<file path="config.mk">
export PLATFORM = sky130hd
export DESIGN_NAME = rcsp_port
export DESIGN_NICKNAME = d
export VERILOG_FILES = /design/src/rtl/rcsp_pkg.sv /design/src/rtl/rcsp_port.sv
export SDC_FILE = /design/constraint.sdc
export NUM_CORES = 1
export LEC_CHECK = 0
export ABC_CLOCK_PERIOD_IN_PS = 1700
export BUFFER_PORTS_ARGS = -buffer_cell sky130_fd_sc_hd__buf_2
export CORE_MARGIN = 5
export CORE_UTILIZATION = 25
export CTS_BUF_LIST = sky130_fd_sc_hd__clkbuf_8 sky130_fd_sc_hd__clkbuf_16
export DETAILED_ROUTE_END_ITERATION = 12
export SLEW_MARGIN = 30
export SYNTH_ARGS = -nofsm -noshare
export SYNTH_HDL_FRONTEND = slang
export SYNTH_SLANG_ARGS = --single-unit
</file>
<file path="constraint.sdc">
create_clock -name clock -period 1.7 [get_ports clock]
set_clock_uncertainty 0.1 [all_clocks]
set_input_delay 0.34 -clock clock [delete_from_list [all_inputs] [get_ports clock]]
set_output_delay 0.34 -clock clock [all_outputs]
set_load 0.02 [all_outputs]
</file>
<file path="src/rtl/rcsp_pkg.sv">
// Package of constants and carrier types for the radio configuration serial port.
package rcsp_pkg;

  // Register bank layout.
  localparam int RCSP_ADDR_W = 2;
  localparam int RCSP_DATA_W = 8;
  localparam int RCSP_NUM_REGS = 3;
  localparam logic [1:0] RCSP_ADDR_FIRST = 2'h0;
  localparam logic [1:0] RCSP_ADDR_SECOND = 2'h1;
  localparam logic [1:0] RCSP_ADDR_LAST = 2'h2;
  localparam logic [7:0] RCSP_REG_RESET = 8'h00;

  // Field positions in the first configuration register.
  localparam int RCSP_RECOVERY_EN_BIT = 0;
  localparam int RCSP_SLEEP_BIT = 7;
  localparam int RCSP_TX_BIT = 6;

  // Direction bit values as shifted in first.
  localparam logic RCSP_DIR_READ = 1'b1;
  localparam logic RCSP_DIR_WRITE = 1'b0;

  // Recovered bit clock half period, 19.2 kb/s at 200 MHz.
  localparam int RCSP_CLK_MHZ = 200;
  localparam int RCSP_BIT_RATE_BPS = 19200;
  localparam int RCSP_RECOV_HALF_CYC =
    (RCSP_CLK_MHZ * 1000000) / (2 * RCSP_BIT_RATE_BPS);
  localparam int RCSP_CNT_W = 16;

  // Transfer phases.
  typedef enum logic [1:0] {
    RCSP_ST_DIR = 2'b00,
    RCSP_ST_ADDR = 2'b01,
    RCSP_ST_DATA = 2'b10
  } rcsp_state_t;

  // Serial pins as sampled by the block clock.
  typedef struct packed {
    logic select;
    logic sclk;
    logic sdata;
  } rcsp_pins_t;

  // Radio control outputs.
  typedef struct packed {
    logic [7:0] first_config_register;
    logic [7:0] second_config_register;
    logic [7:0] third_config_register;
    logic serial_control;
    logic active_mode;
  } rcsp_ctrl_t;

endpackage

</file>
<file path="src/rtl/rcsp_port.sv">
// Three-wire configuration serial port with register bank and recovered bit clock.
// What this block does
// (RULE1) Write: direction, A1 A0, D7..D0 sampled rising.
// (RULE2) Read: direction and A1 A0 sampled rising.
// (RULE3) Read data driven D7 first at rising.
// (RULE4) Host samples read data on falling edge.
// (RULE5) Further write bytes increment address, wrap 2->0.
// (RULE6) External recovery receive: both registers zero.
// (RULE7) Internal recovery: first 01, second 04 hex.
// (RULE8) Transmit 40/20 hex, sleep 80/00 hex.
// (RULE9) Select high for whole transfer; else ignored.
// (RULE10) First select rise enters serial control permanently.
// (RULE11) Select rise wakes device from sleep.
// (RULE12) Bit clock runs from start until bit0 cleared.
`timescale 1ns/1ps
module rcsp_port
  import rcsp_pkg::*;
#(
  parameter int RECOV_HALF_CYC = RCSP_RECOV_HALF_CYC
) (
  // Clock, reset and enable.
  input wire logic clock,
  input wire logic resetn,
  input wire logic clk_en,
  // Serial pins from the host.
  input wire logic select_pin,
  input wire logic config_serial_clock,
  input wire logic config_serial_data_in,
  output logic config_serial_data_out,
  output logic config_serial_data_oe,
  // Receiver side.
  input wire logic start_symbol,
  output logic recovered_bit_clock,
  // Control outputs to the radio.
  output rcsp_ctrl_t ctrl
);

  // Refuse a half period that the bit clock counter cannot hold.
  if (RECOV_HALF_CYC < 1 || RECOV_HALF_CYC >= (1 << RCSP_CNT_W)) begin : g_bad_half
    $error("RECOV_HALF_CYC out of range");
  end

  logic [2:0] sync1_r;
  logic [2:0] sync2_r;
  logic sel_d_r;
  logic clk_d_r;
  rcsp_pins_t pins;
  logic sel_rise;
  logic clk_rise;
  logic clk_fall;
  rcsp_state_t state_r;
  logic dir_r;
  logic [1:0] addr_r;
  logic [2:0] bit_cnt_r;
  logic [7:0] shift_r;
  logic [7:0] regs_r [RCSP_NUM_REGS];
  logic serial_r;
  logic active_r;
  logic drive_r;
  logic dout_r;
  logic [7:0] rd_cur;
  logic recov_run_r;
  logic [RCSP_CNT_W-1:0] recov_cnt_r;
  logic recov_clk_r;

  // Next address with wrap from the last register back to the first.
  function automatic logic [1:0] next_addr(input logic [1:0] a);
    next_addr = (a == RCSP_ADDR_LAST) ? RCSP_ADDR_FIRST : a + 2'h1;
  endfunction

  // Read mux; an address past the bank reads as zero.
  function automatic logic [7:0] read_reg(input logic [1:0] a);
    read_reg = (a <= RCSP_ADDR_LAST) ? regs_r[a] : RCSP_REG_RESET;
  endfunction

  // Two-flop synchronisers for the pins, the host clock included.
  always_ff @(posedge clock or negedge resetn) begin
    if (!resetn) begin
      sync1_r <= 3'h0;
      sync2_r <= 3'h0;
    end else if (clk_en) begin
      sync1_r <= {select_pin, config_serial_clock, config_serial_data_in};
      sync2_r <= sync1_r;
    end
  end

  assign pins = rcsp_pins_t'(sync2_r);

  // Edge history of the synchronised select and serial clock.
  always_ff @(posedge clock or negedge resetn) begin
    if (!resetn) begin
      sel_d_r <= 1'b0;
      clk_d_r <= 1'b0;
    end else if (clk_en) begin
      sel_d_r <= pins.select;
      clk_d_r <= pins.sclk;
    end
  end

  assign sel_rise = pins.select & ~sel_d_r;
  // Serial clock edges only count while select is high.
  assign clk_rise = pins.select & pins.sclk & ~clk_d_r; // RULE9
  assign clk_fall = pins.select & ~pins.sclk & clk_d_r;

  // Mode latches: serial control is sticky; select rise wakes the radio.
  always_ff @(posedge clock or negedge resetn) begin
    if (!resetn) begin
      serial_r <= 1'b0;
      active_r <= 1'b0;
    end else if (clk_en) begin
      if (sel_rise) begin
        serial_r <= 1'b1; // RULE10
        active_r <= 1'b1; // RULE11
      end else if (clk_rise && state_r == RCSP_ST_DATA && dir_r == RCSP_DIR_WRITE &&
                   bit_cnt_r == 3'h7 && addr_r == RCSP_ADDR_FIRST) begin
        // A write to the first register decides sleep from its top bit.
        // The new byte's top bit still sits one place down in the shifter.
        active_r <= ~shift_r[RCSP_SLEEP_BIT - 1]; // RULE8
      end
    end
  end

  // Transfer sequencer: direction, two address bits, then data groups.
  always_ff @(posedge clock or negedge resetn) begin
    if (!resetn) begin
      state_r <= RCSP_ST_DIR;
      dir_r <= RCSP_DIR_WRITE;
      addr_r <= 2'h0;
      bit_cnt_r <= 3'h0;
      shift_r <= 8'h00;
    end else if (clk_en) begin
      if (!pins.select) begin
        // Dropping select abandons any partial byte.
        state_r <= RCSP_ST_DIR; // RULE9
        bit_cnt_r <= 3'h0;
      end else if (clk_rise) begin
        case (state_r)
          RCSP_ST_DIR: begin
            dir_r <= pins.sdata; // RULE1 RULE2
            state_r <= RCSP_ST_ADDR;
            bit_cnt_r <= 3'h0;
          end
          RCSP_ST_ADDR: begin
            addr_r <= {addr_r[0], pins.sdata}; // RULE2
            if (bit_cnt_r == 3'h1) begin
              state_r <= RCSP_ST_DATA;
              bit_cnt_r <= 3'h0;
            end else begin
              bit_cnt_r <= bit_cnt_r + 3'h1;
            end
          end
          RCSP_ST_DATA: begin
            shift_r <= {shift_r[6:0], pins.sdata}; // RULE1
            bit_cnt_r <= bit_cnt_r + 3'h1;
            if (bit_cnt_r == 3'h7) begin
              addr_r <= next_addr(addr_r); // RULE5
            end
          end
          default: begin
            state_r <= RCSP_ST_DIR;
          end
        endcase
      end
    end
  end

  // Register bank: a write lands each time eight data bits are complete at an address in the bank.
  always_ff @(posedge clock or negedge resetn) begin
    if (!resetn) begin
      for (int i = 0; i < RCSP_NUM_REGS; i++) begin
        regs_r[i] <= RCSP_REG_RESET;
      end
    end else if (clk_en) begin
      if (clk_rise && state_r == RCSP_ST_DATA && dir_r == RCSP_DIR_WRITE &&
          bit_cnt_r == 3'h7 && addr_r <= RCSP_ADDR_LAST) begin
        regs_r[addr_r] <= {shift_r[6:0], pins.sdata}; // RULE1 RULE6 RULE7
      end
    end
  end

  // Register addressed by the current transfer, for the read shifter.
  assign rd_cur = read_reg(addr_r);

  // Read data launch on each rising edge of the data phase, MSB first.
  // The line stays driven after D0 so the host can take it on the last fall.
  // Only dropping select frees it, which keeps the turnaround in the host's hands.
  always_ff @(posedge clock or negedge resetn) begin
    if (!resetn) begin
      drive_r <= 1'b0;
      dout_r <= 1'b0;
    end else if (clk_en) begin
      if (!pins.select) begin
        drive_r <= 1'b0;
        dout_r <= 1'b0;
      end else if (clk_rise && state_r == RCSP_ST_DATA && dir_r == RCSP_DIR_READ) begin
        // Bit index counts down from D7 at the first data rise; host samples on fall.
        drive_r <= 1'b1; // RULE3
        dout_r <= rd_cur[3'h7 - bit_cnt_r]; // RULE3 RULE4
      end
    end
  end

  assign config_serial_data_out = dout_r;
  assign config_serial_data_oe = drive_r;

  // Recovered bit clock: starts on a start symbol, stops when bit 0 clears.
  always_ff @(posedge clock or negedge resetn) begin
    if (!resetn) begin
      recov_run_r <= 1'b0;
      recov_cnt_r <= '0;
      recov_clk_r <= 1'b0;
    end else if (clk_en) begin
      if (!regs_r[RCSP_ADDR_FIRST][RCSP_RECOVERY_EN_BIT]) begin
        recov_run_r <= 1'b0; // RULE12
        recov_cnt_r <= '0;
        recov_clk_r <= 1'b0;
      end else if (!recov_run_r) begin
        recov_run_r <= start_symbol; // RULE12
      end else if (recov_cnt_r == RCSP_CNT_W'(RECOV_HALF_CYC - 1)) begin
        recov_cnt_r <= '0;
        recov_clk_r <= ~recov_clk_r;
      end else begin
        recov_cnt_r <= recov_cnt_r + RCSP_CNT_W'(1);
      end
    end
  end

  assign recovered_bit_clock = recov_clk_r;

  // Control outputs.
  assign ctrl.first_config_register = regs_r[RCSP_ADDR_FIRST];
  assign ctrl.second_config_register = regs_r[RCSP_ADDR_SECOND];
  assign ctrl.third_config_register = regs_r[RCSP_ADDR_LAST];
  assign ctrl.serial_control = serial_r;
  assign ctrl.active_mode = active_r;

endmodule

</file>
# Yosys cells after proc, flatten, opt, wreduce, memory -nomap -nowiden
# Cells that the tools add are included.
[totals] register_bits=69 in_bits=7 output_inout_bits=29 elab_cells=106
[op_classes] n_addsub=4 order_cmp=4 eq_ne=14 mux=34 bitwise=9 n_reduce_logical=22
[ops] operator="$mux W16" count=3
[ops] operator="$mux W8" count=4
[ops] operator="$bwmux W24" count=1
[ops] operator="$add A16 B1 Y16 const B" count=1
[ops] operator="$bmux W8 S2" count=1
[ops] operator="$demux W8 S2" count=1
[ops] operator="$eq A16 B13 Y1 const B" count=1
[ops] operator="$mux W1" count=12
[ops] operator="$reduce_and A4 Y1" count=3
[ops] operator="$mux W2" count=5
[ops] operator="$reduce_and A2 Y1" count=5
[ops] operator="$mux W3" count=3
[ops] operator="$pmux W3 S3" count=1
[ops] operator="$ne A2 B1 Y1 const B" count=4
[ops] operator="$logic_and A1 B1 Y1" count=7
[ops] operator="$pmux W2 S3" count=1
[ops] operator="$reduce_and A3 Y1" count=2
[ops] operator="$not A1 Y1" count=5
[ops] operator="$reduce_and A5 Y1" count=1
[ops] operator="$eq A2 B2 Y1 const B" count=2
[ops] operator="$logic_not A2 Y1" count=2
[ops] operator="$lt A3 B4 Y1 const B" count=1
[ops] operator="$ne A2 B2 Y1 const B" count=2
[ops] operator="$ne A4 B1 Y1 const B" count=1
[ops] operator="15 further kinds" count=18

# Longest topological paths before layout
# Gate-level depths: netlist of the first run.
[logic_depth] ltp_word=9 depth_mapped=7 depth_no_buf=7

# Worst setup path after synthesis of the first run
# No wires, ideal clock.
[synth_timing] path_type="register to register" from="register state_r[0]" to="register active_r" setup_time_ns=0.126 t_arrival_ns=1.602 required_ns=1.474 path_slack_ns=-0.128 path_stages_with_launch=8 n_path_buf=1 period_less_slack_ns=1.828 path_cell_list="dfrtp_1 -> inv_1 -> ha_1 -> clkbuf_1 -> and4b_4 -> nand2_2 -> mux2i_1 -> o32a_1"
[synth_via] elab_chain_cells=7
[synth_rtl] element="start, declared" line_no="rcsp_port.sv:51" rtl="rcsp_state_t state_r;"
[synth_rtl] element="start signal, assigned" line_no="rcsp_port.sv:126" rtl="state_r <= RCSP_ST_DIR;"
[synth_rtl] element="start signal, assigned" line_no="rcsp_port.sv:134" rtl="state_r <= RCSP_ST_DIR;"
[synth_rtl] element="start signal, assigned" line_no="rcsp_port.sv:140" rtl="state_r <= RCSP_ST_ADDR;"
[synth_rtl] element="$eq A2 B2 Y1" line_no="rcsp_port.sv:114" rtl="end else if (clk_rise && state_r == RCSP_ST_DATA && dir_r == RCSP_DIR_WRITE &&"
[synth_rtl] element="$logic_and A1 B1 Y1 (3 in series)" line_no="rcsp_port.sv:114"
[synth_rtl] element="$logic_and A1 B1 Y1" line_no="rcsp_port.sv:115" rtl="bit_cnt_r == 3'h7 && addr_r == RCSP_ADDR_FIRST) begin"
[synth_rtl] element="$reduce_bool A2 Y1 (no line)"
[synth_rtl] element="$reduce_and A2 Y1 (no line)"
[synth_rtl] element="end signal, assigned" line_no="rcsp_port.sv:118" rtl="active_r <= ~shift_r[RCSP_SLEEP_BIT - 1];"
[synth_rtl] element="end, declared" line_no="rcsp_port.sv:58" rtl="logic active_r;"
# Every way passes these cells.
# A chain may end at the register's enable or synchronous reset.

# Worst setup path after layout of the first run
[layout_timing] from="register bit_cnt_r[1]" to="register regs_r (netlist bit ctrl[17])"
[layout_via] elab_chain_cells=4
[layout_rtl] element="start, declared" line_no="rcsp_port.sv:54" rtl="logic [2:0] bit_cnt_r;"
[layout_rtl] element="start signal, assigned" line_no="rcsp_port.sv:149" rtl="bit_cnt_r <= bit_cnt_r + 3'h1;"
[layout_rtl] element="start signal, assigned" line_no="rcsp_port.sv:154" rtl="bit_cnt_r <= bit_cnt_r + 3'h1;"
[layout_rtl] element="$eq A3 B3 Y1" line_no="rcsp_port.sv:175" rtl="bit_cnt_r == 3'h7 && addr_r <= RCSP_ADDR_LAST) begin"
[layout_rtl] element="$logic_and A1 B1 Y1" line_no="rcsp_port.sv:174" rtl="if (clk_rise && state_r == RCSP_ST_DATA && dir_r == RCSP_DIR_WRITE &&"
[layout_rtl] element="$logic_and A1 B1 Y1" line_no="rcsp_port.sv:175"
[layout_rtl] element="$reduce_and A2 Y1 (no line)"
[layout_rtl] element="end signal, assigned by index" line_no="rcsp_port.sv:176" rtl="regs_r[addr_r] <= {shift_r[6:0], pins.sdata};"
[layout_rtl] element="end, declared" line_no="rcsp_port.sv:56" rtl="logic [7:0] regs_r [RCSP_NUM_REGS];"
# Every way passes these cells.

==> qor.csv, run 1 <==
stage,metric,value,unit
outcome,outcome,"finished, violations left",
outcome,failed_checks,negative setup slack,
cells_and_area,layout.nets,390,
routing,vias,2581,
global_route,grt_max_degree,70,
routing,vias_per_cell,4.66,
worst_setup_path,r2r_end,ctrl[17],
clock_network,cts.clk_slew.worst_paths,0.05,ns
routing,drt_iter0_drc,63,
cells_and_area,fillers,1287,
placed_design,place_ws,-0.0676,ns
clock_network,cts_tree,built,
worst_setup_path,crit_required,1.81,ns
yosys,yosysWarnings,0,
die,die-area,15800,sq um
yosys,synth_area_leaders,"dfrtp_1, mux2_2, ha_1",
placed_design,dpl_cell_area,4050,sq um
job,maxCapViolCount,0,
clock_network,clockRootBuffer,clkbuf_16,
pwr,ir_worst_vdd,0.378,mV
die,start_util,0.254,
placed_design,dp_hpwl,5850,um
worst_setup_path,endpoint_kind,flop,
timing,maxSlewHeadroom,0.684,
placed_design,gp_congestion,0.792,
global_route,grt_pass1_wl,13300,um
timing,min_period,1.76,ns
min_path,hold_end,sync1_r[1],
yosys,ys.flop_type,dfrtp_1,
min_path,holdPathStages,2,
worst_setup_path,cp_max_fo,8,
global_route,track_usage,0.105,
timing,worstMarginPinSlew,0.469,ns
clock_network,cts_buffer_depth,2,
routing,wl_per_cell,15.5,um
placed_design,place.port_buffers,35,
yosys,yosys.area.top_type_share,0.515,
yosys,synth_edf_count,0,
routing,drt.antenna.violating_nets,0,
timing,finalCritPeriodShare,1.04,
cells_and_area,fin_area,4620,sq um
pwr,powerDensity,947,nW/um^2
die,die_height,126,um
timing,hold_viol_final,0,
clock_network,htree_levels,3,
timing,finalSetupViolations,27,
cells_and_area,drive_above_1_share,0.466,
yosys,synthDistinctLibCells,45,
min_path,min_from,config_serial_clock,
cells_and_area,num_antenna_cells,0,
timing,slew_viol_final,0,
die,core_area,13200,sq um
yosys,synth_area,3360,sq um
clock_network,cts_sinks,69,
yosys,postSynthCellCount,286,
global_route,overflow,0,
worst_setup_path,rr_worst_depth,6,
die,num_rows,42,
clock_network,cts_made_buffers,9,
worst_setup_path,regToRegStartpoint,bit_cnt_r[1],
worst_setup_path,critPathLaunchType,flop,
cells_and_area,final_util,0.350,
routing,drc,0,
timing,fmax,0.567,GHz
yosys,synth_most_common_cell,dfrtp_1,
routing,wl,8610,um
die,die_width,126,um
timing,worst_slack,-0.0639,ns
worst_setup_path,crit_path_start,bit_cnt_r[1],
worst_setup_path,worstSetupPathType,flop to flop,
yosys,synth_common_cells,"dfrtp_1, mux2_2, nand2_1",
die,ios,36,
yosys,synth-seq-cells,69,
clock_network,clk_latency,0.33,ns
global_route,grt_pass1_vias,2682,
yosys,yosys.area.top_type,dfrtp_1,
routing,dr.pass1.iters,4,
yosys,avgSynthCellArea,11.7,sq um
timing,rsz0062_at_grt,true,
yosys,synth_nets,301,
worst_setup_path,crit_arrival,1.88,ns
yosys,async_flop_share,1.00,
pwr,p_leak,2.23,nW
worst_setup_path,r2r_slack,-0.06,ns
yosys,ys_seq_area_frac,0.515,
min_path,hold_class,input port to flop,
cells_and_area,area_delta_synth_final,37.6,%
global_route,antenna_found_initial,0,
[worst max-delay path: stages, from the launching register on]
cell and delay (ns):
dfrtp_1 0.40, ha_2 0.20, ha_4 0.15, and4b_4 0.22, buf_12 0.14, nand2_8 0.09
mux2_2 0.34
[area by class of cell]
class	count	area (sq um)	area share
timing repair buffer	88	641	0.139
tap	176	220	0.0477
sequential	69	1730	0.374
clock buffer	11	253	0.0547
inverter	10	37.5	0.00813
clock inverter	3	13.8	0.00298
multi-input combinational	197	1730	0.374
[per-layer routing]
metal	global-route usage	share of wire	up-vias	wire length (um)
met3	0.0305	0.034	19	295
met1	0.125	0.43	1307	3730
met2	0.170	0.51	40	4350
met5	0	0	-	0
met4	0.0568	0.027	0	233
li1	-	-	1215	-
[through the flow]
step | hold slack [ns] | setup TNS (ns) | total power [mW] | instances
after floorplan | -0.0556 | -0.102 | 2.24 | 286
after global placement | 0.292 | -0.548 | 2.51 | 528
after detailed placement | 0.295 | -1.17 | 2.53 | 528
after CTS | 0.138 | -0.701 | 4.27 | 544
after global routing | 0.144 | -2.95 | 4.57 | 554
final | 0.143 | -1.07 | 4.37 | 554
[flip-flops by register name, summed over array words and instances (netlist names), 2 cells and up]
| name | count |
|---|---|
| bit_cnt_r | 3 |
| recov_cnt_r | 16 |
| state_r | 2 |
| pins | 3 |
| ctrl | 24 |
| sync1_r | 3 |
| shift_r | 7 |
| addr_r | 2 |
[cell usage in the layout, fill, tap and decap left out, drive strengths merged, types with 2 or more instances in the layout]
| cell type | count |
|---|---|
| nor4 | 2 |
| and4b | 4 |
| nor3b | 4 |
| ha | 8 |
| clkbuf | 11 |
| nand2 | 23 |
| and3 | 4 |
| a21o | 7 |
| nand4 | 9 |
| clkinv | 2 |
| nor2b | 3 |
| inv | 11 |
| a221oi | 2 |
| nand2b | 2 |
| mux2i | 9 |
| xor2 | 8 |
| dfrtp | 69 |
| o211ai | 2 |
| a21oi | 9 |
| nand3 | 7 |
| mux2 | 44 |
| o22ai | 2 |
| a22o | 2 |
| buf | 87 |
| nor2 | 16 |
| nor3 | 2 |
| o31ai | 2 |
| o21ai | 13 |
[timing repair]
item | in CTS | in global routing
pin swaps | 4 | 9
endpoints found under the setup margin | 32 | 38
setup buffers | 1 | 8
gates resized for setup | 12 | 32
hold endpoints to repair | 69 | 0
gates cloned | 0 | 2
hold buffers | 1 | 0
[power breakdown]
| group | leakage [nW] | switching (mW) | internal [mW] |
|---|---|---|---|
| sequential | 0.936 | 0.0736 | 1.73 |
| clock | 0.138 | 0.656 | 1.04 |
| combinational | 1.15 | 0.482 | 0.396 |
| total | 2.23 | 1.21 | 3.16 |
[worst max path at each step]
| stage | cells past startpoint | slack [ns] | end |
|---|---|---|---|
| after floorplan | 6 | -0.01 | ctrl[2] |
| after global placement | 5 | -0.04 | ctrl[23] |
| after detailed placement | 5 | -0.07 | ctrl[18] |
| after CTS | 5 | -0.06 | ctrl[6] |
| after global routing | 7 | -0.14 | recov_cnt_r[14] |
| final | 6 | -0.06 | ctrl[17] |
[cells by family (layout without fill, tap and decap cells)]
family,count (synthesis),in the layout,share of synthesized area
DFF,69,69,0.515
muxes,53,53,0.174
xor gates and xnor gates,9,9,0.0235
buffers and inverters,21,112,0.0287
adders and majority gates,8,8,0.0298
and+or+nand+nor,80,81,0.139
AOI/OAI and AO/OA,46,46,0.0902
No activity file was read; power rests on OpenSTA's default activity.
==> inputs of run 2 (changes only) <==
--- a/config.mk
+++ b/config.mk
@@ -8,9 +8,10 @@
 export ABC_CLOCK_PERIOD_IN_PS = 1700
 export BUFFER_PORTS_ARGS = -buffer_cell sky130_fd_sc_hd__buf_2
 export CORE_MARGIN = 5
-export CORE_UTILIZATION = 25
+export CORE_UTILIZATION = 53
 export CTS_BUF_LIST = sky130_fd_sc_hd__clkbuf_8 sky130_fd_sc_hd__clkbuf_16
 export DETAILED_ROUTE_END_ITERATION = 12
+export PLACE_DENSITY = 0.76
 export SLEW_MARGIN = 30
 export SYNTH_ARGS = -nofsm -noshare
 export SYNTH_HDL_FRONTEND = slang
==> qor.csv, run 2 (synthesis results as in run 1) <==
stage,metric,value,unit,change
timing,hold_viol_final,0,,unchanged
placed_design,dp_hpwl,5030,um,-14%
timing,rsz0062_at_grt,true,,
pwr,powerDensity,934,nW/um^2,-1.4%
worst_setup_path,slowest_stage,dfrtp_1,,
placed_design,dpl_cell_area,3920,sq um,-3.1%
global_route,use_met2,0.318,,+0.148
routing,wl_per_cell,19.3,um,+24%
timing,finalSetupViolations,33,,+22%
worst_setup_path,slowest_delay,0.40,ns,about the same
global_route,grt_max_degree,70,,unchanged
global_route,grt_pass1_vias,2539,,-5.3%
cells_and_area,final_cell_mix,"dfrtp_1, buf_4, mux2_2",,
cells_and_area,fin_cells,459,,-17%
worst_setup_path,r2r_slack,-0.13,ns,-0.07 ns
cells_and_area,drive_above_1_share,0.510,,+0.0449
cells_and_area,layout.nets,392,,+0.51%
clock_network,cts_buffer_depth,2,,unchanged
placed_design,gp_congestion,0.824,,+4.0%
timing,maxSlewHeadroom,0.696,,+0.0125
clock_network,cts.clk_slew.worst_paths,0.08,ns,+0.03 ns
worst_setup_path,crit_arrival,2.01,ns,+0.13 ns
clock_network,clockRootBuffer,clkbuf_8,,
global_route,grt-busiest-layer,met2,,
global_route,grtUsageMet3,0.0429,,+0.0124
placed_design,post-place-cells,429,,-19%
min_path,min_from,config_serial_data_in,,
routing,drc,0,,unchanged
die,start_util,0.538,,+0.283
worst_setup_path,crit_chain,buf_4 > buf_6 > nand4_1 > nor4_4 > and3_4 > nor3b_2 > a21o_1,,
worst_setup_path,endpoint_kind,flop,,
outcome,failed_checks,negative setup slack,,
clock_network,cts_tree,built,,
job,maxCapViolCount,0,,unchanged
timing,worstMarginPinSlew,0.455,ns,-0.0143 ns
die,ios,36,,unchanged
pwr,power,4.25,mW,-2.9%
worst_setup_path,regToRegStartpoint,recov_cnt_r[1],,
cells_and_area,final_util,0.728,,+0.378
worst_setup_path,cpLargestDelayFamily,simple AND/OR/NAND/NOR gates,,
pwr,ir_worst_vdd,0.971,mV,+160%
global_route,overflow,0,,unchanged
worst_setup_path,cp_max_fo,3,,-5
worst_setup_path,critPathLaunchType,flop,,
routing,vias,2661,,+3.1%
global_route,grt_pass1_wl,12600,um,-5.3%
global_route,track_usage,0.206,,+0.101
min_path,hold_class,input port to flop,,
worst_setup_path,crit_buf_inv,2,,+1
global_route,antenna_found_initial,0,,unchanged
min_path,holdPathStages,2,,unchanged
timing,worst_slack,-0.132,ns,-0.0685 ns
worst_setup_path,r2r_end,recov_cnt_r[15],,
die,die-area,8020,sq um,-49%
die,num_rows,29,,-31%
pwr,p_leak,2.25,nW,+1.2%
routing,wl,8860,um,+2.9%
timing,min_period,1.83,ns,+0.0685 ns
timing,slew_viol_final,0,,unchanged
die,core_area,6240,sq um,-53%
cells_and_area,final_common_cell,dfrtp_1,,
clock_network,clk_latency,0.34,ns,about the same
routing,drt.antenna.violating_nets,0,,unchanged
timing,finalCritPeriodShare,1.08,,+0.0403
worst_setup_path,worstSetupPathType,flop to flop,,
clock_network,cts_made_buffers,9,,unchanged
die,die_height,89.6,um,-29%
global_route,met1_usage,0.294,,+0.169
routing,drt_iter0_drc,204,,+220%
cells_and_area,num_antenna_cells,0,,unchanged
die,die_width,89.6,um,-29%
routing,dr.pass1.iters,4,,unchanged
outcome,outcome,"finished, violations left",,
timing,fmax,0.546,GHz,-3.7%
cells_and_area,fin_area,4540,sq um,-1.6%
placed_design,place.port_buffers,35,,unchanged
cells_and_area,largest_reg_flops,24,,unchanged
timing,whs,0.123,ns,-0.0195 ns
clock_network,htree_levels,3,,unchanged
routing,vias_per_cell,5.80,,+24%
cells_and_area,area_delta_synth_final,35.4,%,
min_path,hold_end,sync1_r[0],,
worst_setup_path,rr_worst_depth,7,,+1
worst_setup_path,crit_required,1.87,ns,+0.06 ns
clock_network,cts_sinks,69,,unchanged
==> run 2: changes by cell type in the layout (fill, tap and decap cells not counted), moves of 3 or more <==
cell / previous run / this run
clkinvlp_4: 0 / 3
o21ai_0: 8 / 5
clkbuf_16: 9 / 0
buf_6: 4 / 8
o21ai_2: 1 / 5
clkbuf_8: 2 / 10
==> run 2: timing repair <==
item                       CTS  global route
pin swaps                    9            14
cloned                       0             2
resized for setup           10            59
hold buffers                 1             0
setup endpoints to repair   33            47
hold endpoints to repair    69             0
setup buffers                1            10
==> run 2: where the power goes <==
group / internal (mW) / switching, mW / leakage [nW]
Sequential: 1.73 / 0.0940 / 0.934
Clock: 0.863 / 0.636 / 0.110
Combinational: 0.424 / 0.503 / 1.21
Total: 3.01 / 1.23 / 2.25
==> run 2: per-stage QoR <==
step	TNS, ns	worst slack (ns)
final	-2.64	-0.132
after global routing	-4.87	-0.192
after CTS	-0.623	-0.0577
after detailed placement	-0.704	-0.0572
after global placement	-0.310	-0.0198
after floorplan	-0.102	-0.0128
==> run 2: layer usage <==
layer	vias to the layer above	share of wire
li1	1222	-
met1	1334	0.41
met2	84	0.51
met3	21	0.053
met4	0	0.021
met5	-	0
==> run 2: how the worst max path moves through the flow <==
stage	startpoint	endpoint	slack, ns	cells after the start
floorplan	state_r[0]	ctrl[2]	-0.01	6
global placement	bit_cnt_r[1]	ctrl[20]	-0.02	5
detailed placement	recov_cnt_r[1]	recovered_bit_clock	-0.06	5
CTS	clk_d_r	ctrl[4]	-0.06	4
global route	recov_cnt_r[7]	recov_cnt_r[15]	-0.19	6
finish	recov_cnt_r[1]	recov_cnt_r[15]	-0.13	7
==> run 2: worst reg2reg max path, delay by kind of cell, from the launching register on <==
family	cells	cell delay, ns
and+or+nand+nor	4	0.87
DFF	1	0.40
buffers and inverters	2	0.23
AOI/OAI and AO/OA	1	0.15
==> run 2: final cells by class <==
class | instances | area [sq um]
timing repair buffer | 90 | 658
clock inverter | 6 | 87.6
fill | 413 | 1700
tap | 77 | 96.3
inverter | 10 | 41.3
multi-input combinational | 197 | 1790
sequential | 69 | 1730
clock buffer | 10 | 138
==> inputs of run 3 (changes only) <==
==> constraint.sdc (replaced) <==
create_clock -name clock -period 1.7 [get_ports clock]
set_clock_uncertainty 0.1 [all_clocks]
set_input_delay 0.34 -clock clock [delete_from_list [all_inputs] [get_ports clock]]
set_output_delay 0.34 -clock clock [all_outputs]
set_load 0.1 [all_outputs]
==> qor.csv, run 3 (synthesis results as in run 1) <==
stage,metric,value,unit,change
outcome,outcome,"finished, violations left",,
outcome,failed_checks,negative setup slack,,
die,die-area,8020,sq um,unchanged
routing,wl,8170,um,-7.9%
worst_setup_path,endpoint_kind,flop,,
worst_setup_path,regToRegStartpoint,bit_cnt_r[0],,
routing,vias,2638,,-0.86%
timing,rsz0062_at_grt,true,,
worst_setup_path,crit_chain,ha_1 > ha_2 > and4b_4 > nand2_4 > mux2i_1 > o32a_1,,
routing,vias_per_cell,5.79,,-0.21%
cells_and_area,final_cell_mix,"dfrtp_1, buf_4, mux2_2",,
timing,finalCritPeriodShare,1.02,,-0.0546
die,start_util,0.538,,unchanged
worst_setup_path,worstSetupPathType,flop to flop,,
global_route,grt_pass1_wl,12900,um,+3.0%
cells_and_area,area_delta_synth_final,30.9,%,
timing,worstMarginPinSlew,0.498,ns,+0.0431 ns
min_path,hold_class,input port to flop,,
routing,drc,0,,unchanged
die,core_area,6240,sq um,unchanged
min_path,min_from,select_pin,,
timing,finalSetupViolations,24,,-27%
timing,slew_viol_final,0,,unchanged
cells_and_area,layout.nets,389,,-0.77%
clock_network,cts_tree,built,,
worst_setup_path,crit_required,1.88,ns,about the same
routing,wl_met1,3410,um,-7.4%
global_route,grt_pass1_vias,2672,,+5.2%
job,maxCapViolCount,0,,unchanged
worst_setup_path,rr_worst_depth,6,,-1
routing,route.met2.wl,4170,um,-8.0%
worst_setup_path,slowest_stage,dfrtp_1,,
pwr,powerDensity,940,nW/um^2,+0.56%
routing,wl_per_cell,17.9,um,-7.3%
timing,whs,0.127,ns,+0.00386 ns
worst_setup_path,crit_arrival,1.92,ns,-0.09 ns
clock_network,cts_buffer_depth,2,,unchanged
worst_setup_path,cp_max_fo,10,,+7
placed_design,place.port_buffers,35,,unchanged
pwr,p_leak,2.19,nW,-2.9%
clock_network,htree_levels,3,,unchanged
worst_setup_path,slowest_delay,0.38,ns,-0.02 ns
global_route,antenna_found_initial,0,,unchanged
die,num_rows,29,,unchanged
timing,hold_viol_final,0,,unchanged
cells_and_area,drive_above_1_share,0.499,,-0.0118
clock_network,clockRootBuffer,clkbuf_8,,
cells_and_area,largest_reg_flops,24,,unchanged
pwr,power,4.13,mW,-2.8%
global_route,overflow,0,,unchanged
cells_and_area,num_antenna_cells,0,,unchanged
worst_setup_path,crit_buf_inv,0,,-2
timing,worst_slack,-0.0397,ns,+0.0928 ns
clock_network,clk_latency,0.34,ns,about the same
routing,routed.top_layer,met4,,
die,die_width,89.6,um,unchanged
routing,drt_iter0_drc,238,,+17%
die,die_height,89.6,um,unchanged
timing,maxSlewHeadroom,0.670,,-0.0261
worst_setup_path,critPathLaunchType,flop,,
clock_network,cts.clk_slew.worst_paths,0.08,ns,about the same
routing,wl_met3,412,um,-13%
worst_setup_path,cpLargestDelayFamily,adder cells,,
global_route,grt_max_degree,70,,unchanged
routing,dr.pass1.iters,4,,unchanged
clock_network,cts_sinks,69,,unchanged
worst_setup_path,path_depth,6,,-1
timing,fin_tns_setup,-0.464,ns,+2.18 ns
routing,drt.antenna.violating_nets,0,,unchanged
cells_and_area,final_common_cell,dfrtp_1,,
min_path,holdPathStages,2,,unchanged
timing,fmax,0.575,GHz,+5.3%
worst_setup_path,crit_path_start,bit_cnt_r[0],,
die,ios,36,,unchanged
clock_network,cts_made_buffers,9,,unchanged
placed_design,gp_congestion,0.833,,+1.2%
timing,min_period,1.74,ns,-0.0928 ns
global_route,track_usage,0.213,,+0.00704
pwr,ir_worst_vdd,0.918,mV,-5.4%
cells_and_area,fillers,431,,+4.4%
placed_design,dp_hpwl,5280,um,+5.0%
==> run 3: metal layers <==
| layer | GRT usage | vias to the layer above |
|---|---|---|
| li1 | - | 1212 |
| met1 | 0.283 | 1325 |
| met2 | 0.344 | 81 |
| met3 | 0.0474 | 20 |
| met4 | 0.0758 | 0 |
| met5 | 0 | - |
==> run 3: repair_timing <==
item,in CTS,in global routing
setup buffers,2,5
pin swaps,6,17
gates cloned,1,0
gates resized for setup,11,27
hold endpoints to repair,69,0
setup endpoints to repair,36,52
hold buffers,1,0
==> run 3: report_power, final <==
group,internal (mW),switching [mW],total [mW]
logic,0.378,0.472,0.850
clock network,0.833,0.648,1.48
registers,1.72,0.0726,1.80
==> run 3: per-stage QoR <==
stage	std cells	util	setup slack [ns]	instance area, sq um
CTS	451	0.684	-0.0450	4270
global placement	431	0.634	-0.0422	3960
detailed placement	431	0.634	-0.0728	3960
global route	456	0.704	-0.111	4390
floorplan	286	-	-0.0415	3400
finish	456	0.704	-0.0397	4390
==> run 3: path summary, 6_finish.rpt <==
path	end	slack, ns
worst max-delay path	active_r	-0.04
worst min register to register	serial_r	0.39
min in group asynchronous	recov_cnt_r[2]	0.45
worst max register to register	active_r	-0.04
worst min-delay path	sync1_r[2]	0.13
max in group asynchronous	ctrl[18]	0.76
==> run 3: layout make-up <==
type | count | area (sq um) | share of cell area
Timing Repair Buffer | 87 | 611 | 0.139
Clock buffer | 9 | 124 | 0.0282
Multi-Input combinational cell | 197 | 1680 | 0.382
Inverter | 10 | 37.5 | 0.00854
Sequential cell | 69 | 1750 | 0.398
Tap cell | 77 | 96.3 | 0.0219
Clock inverter | 7 | 98.8 | 0.0225
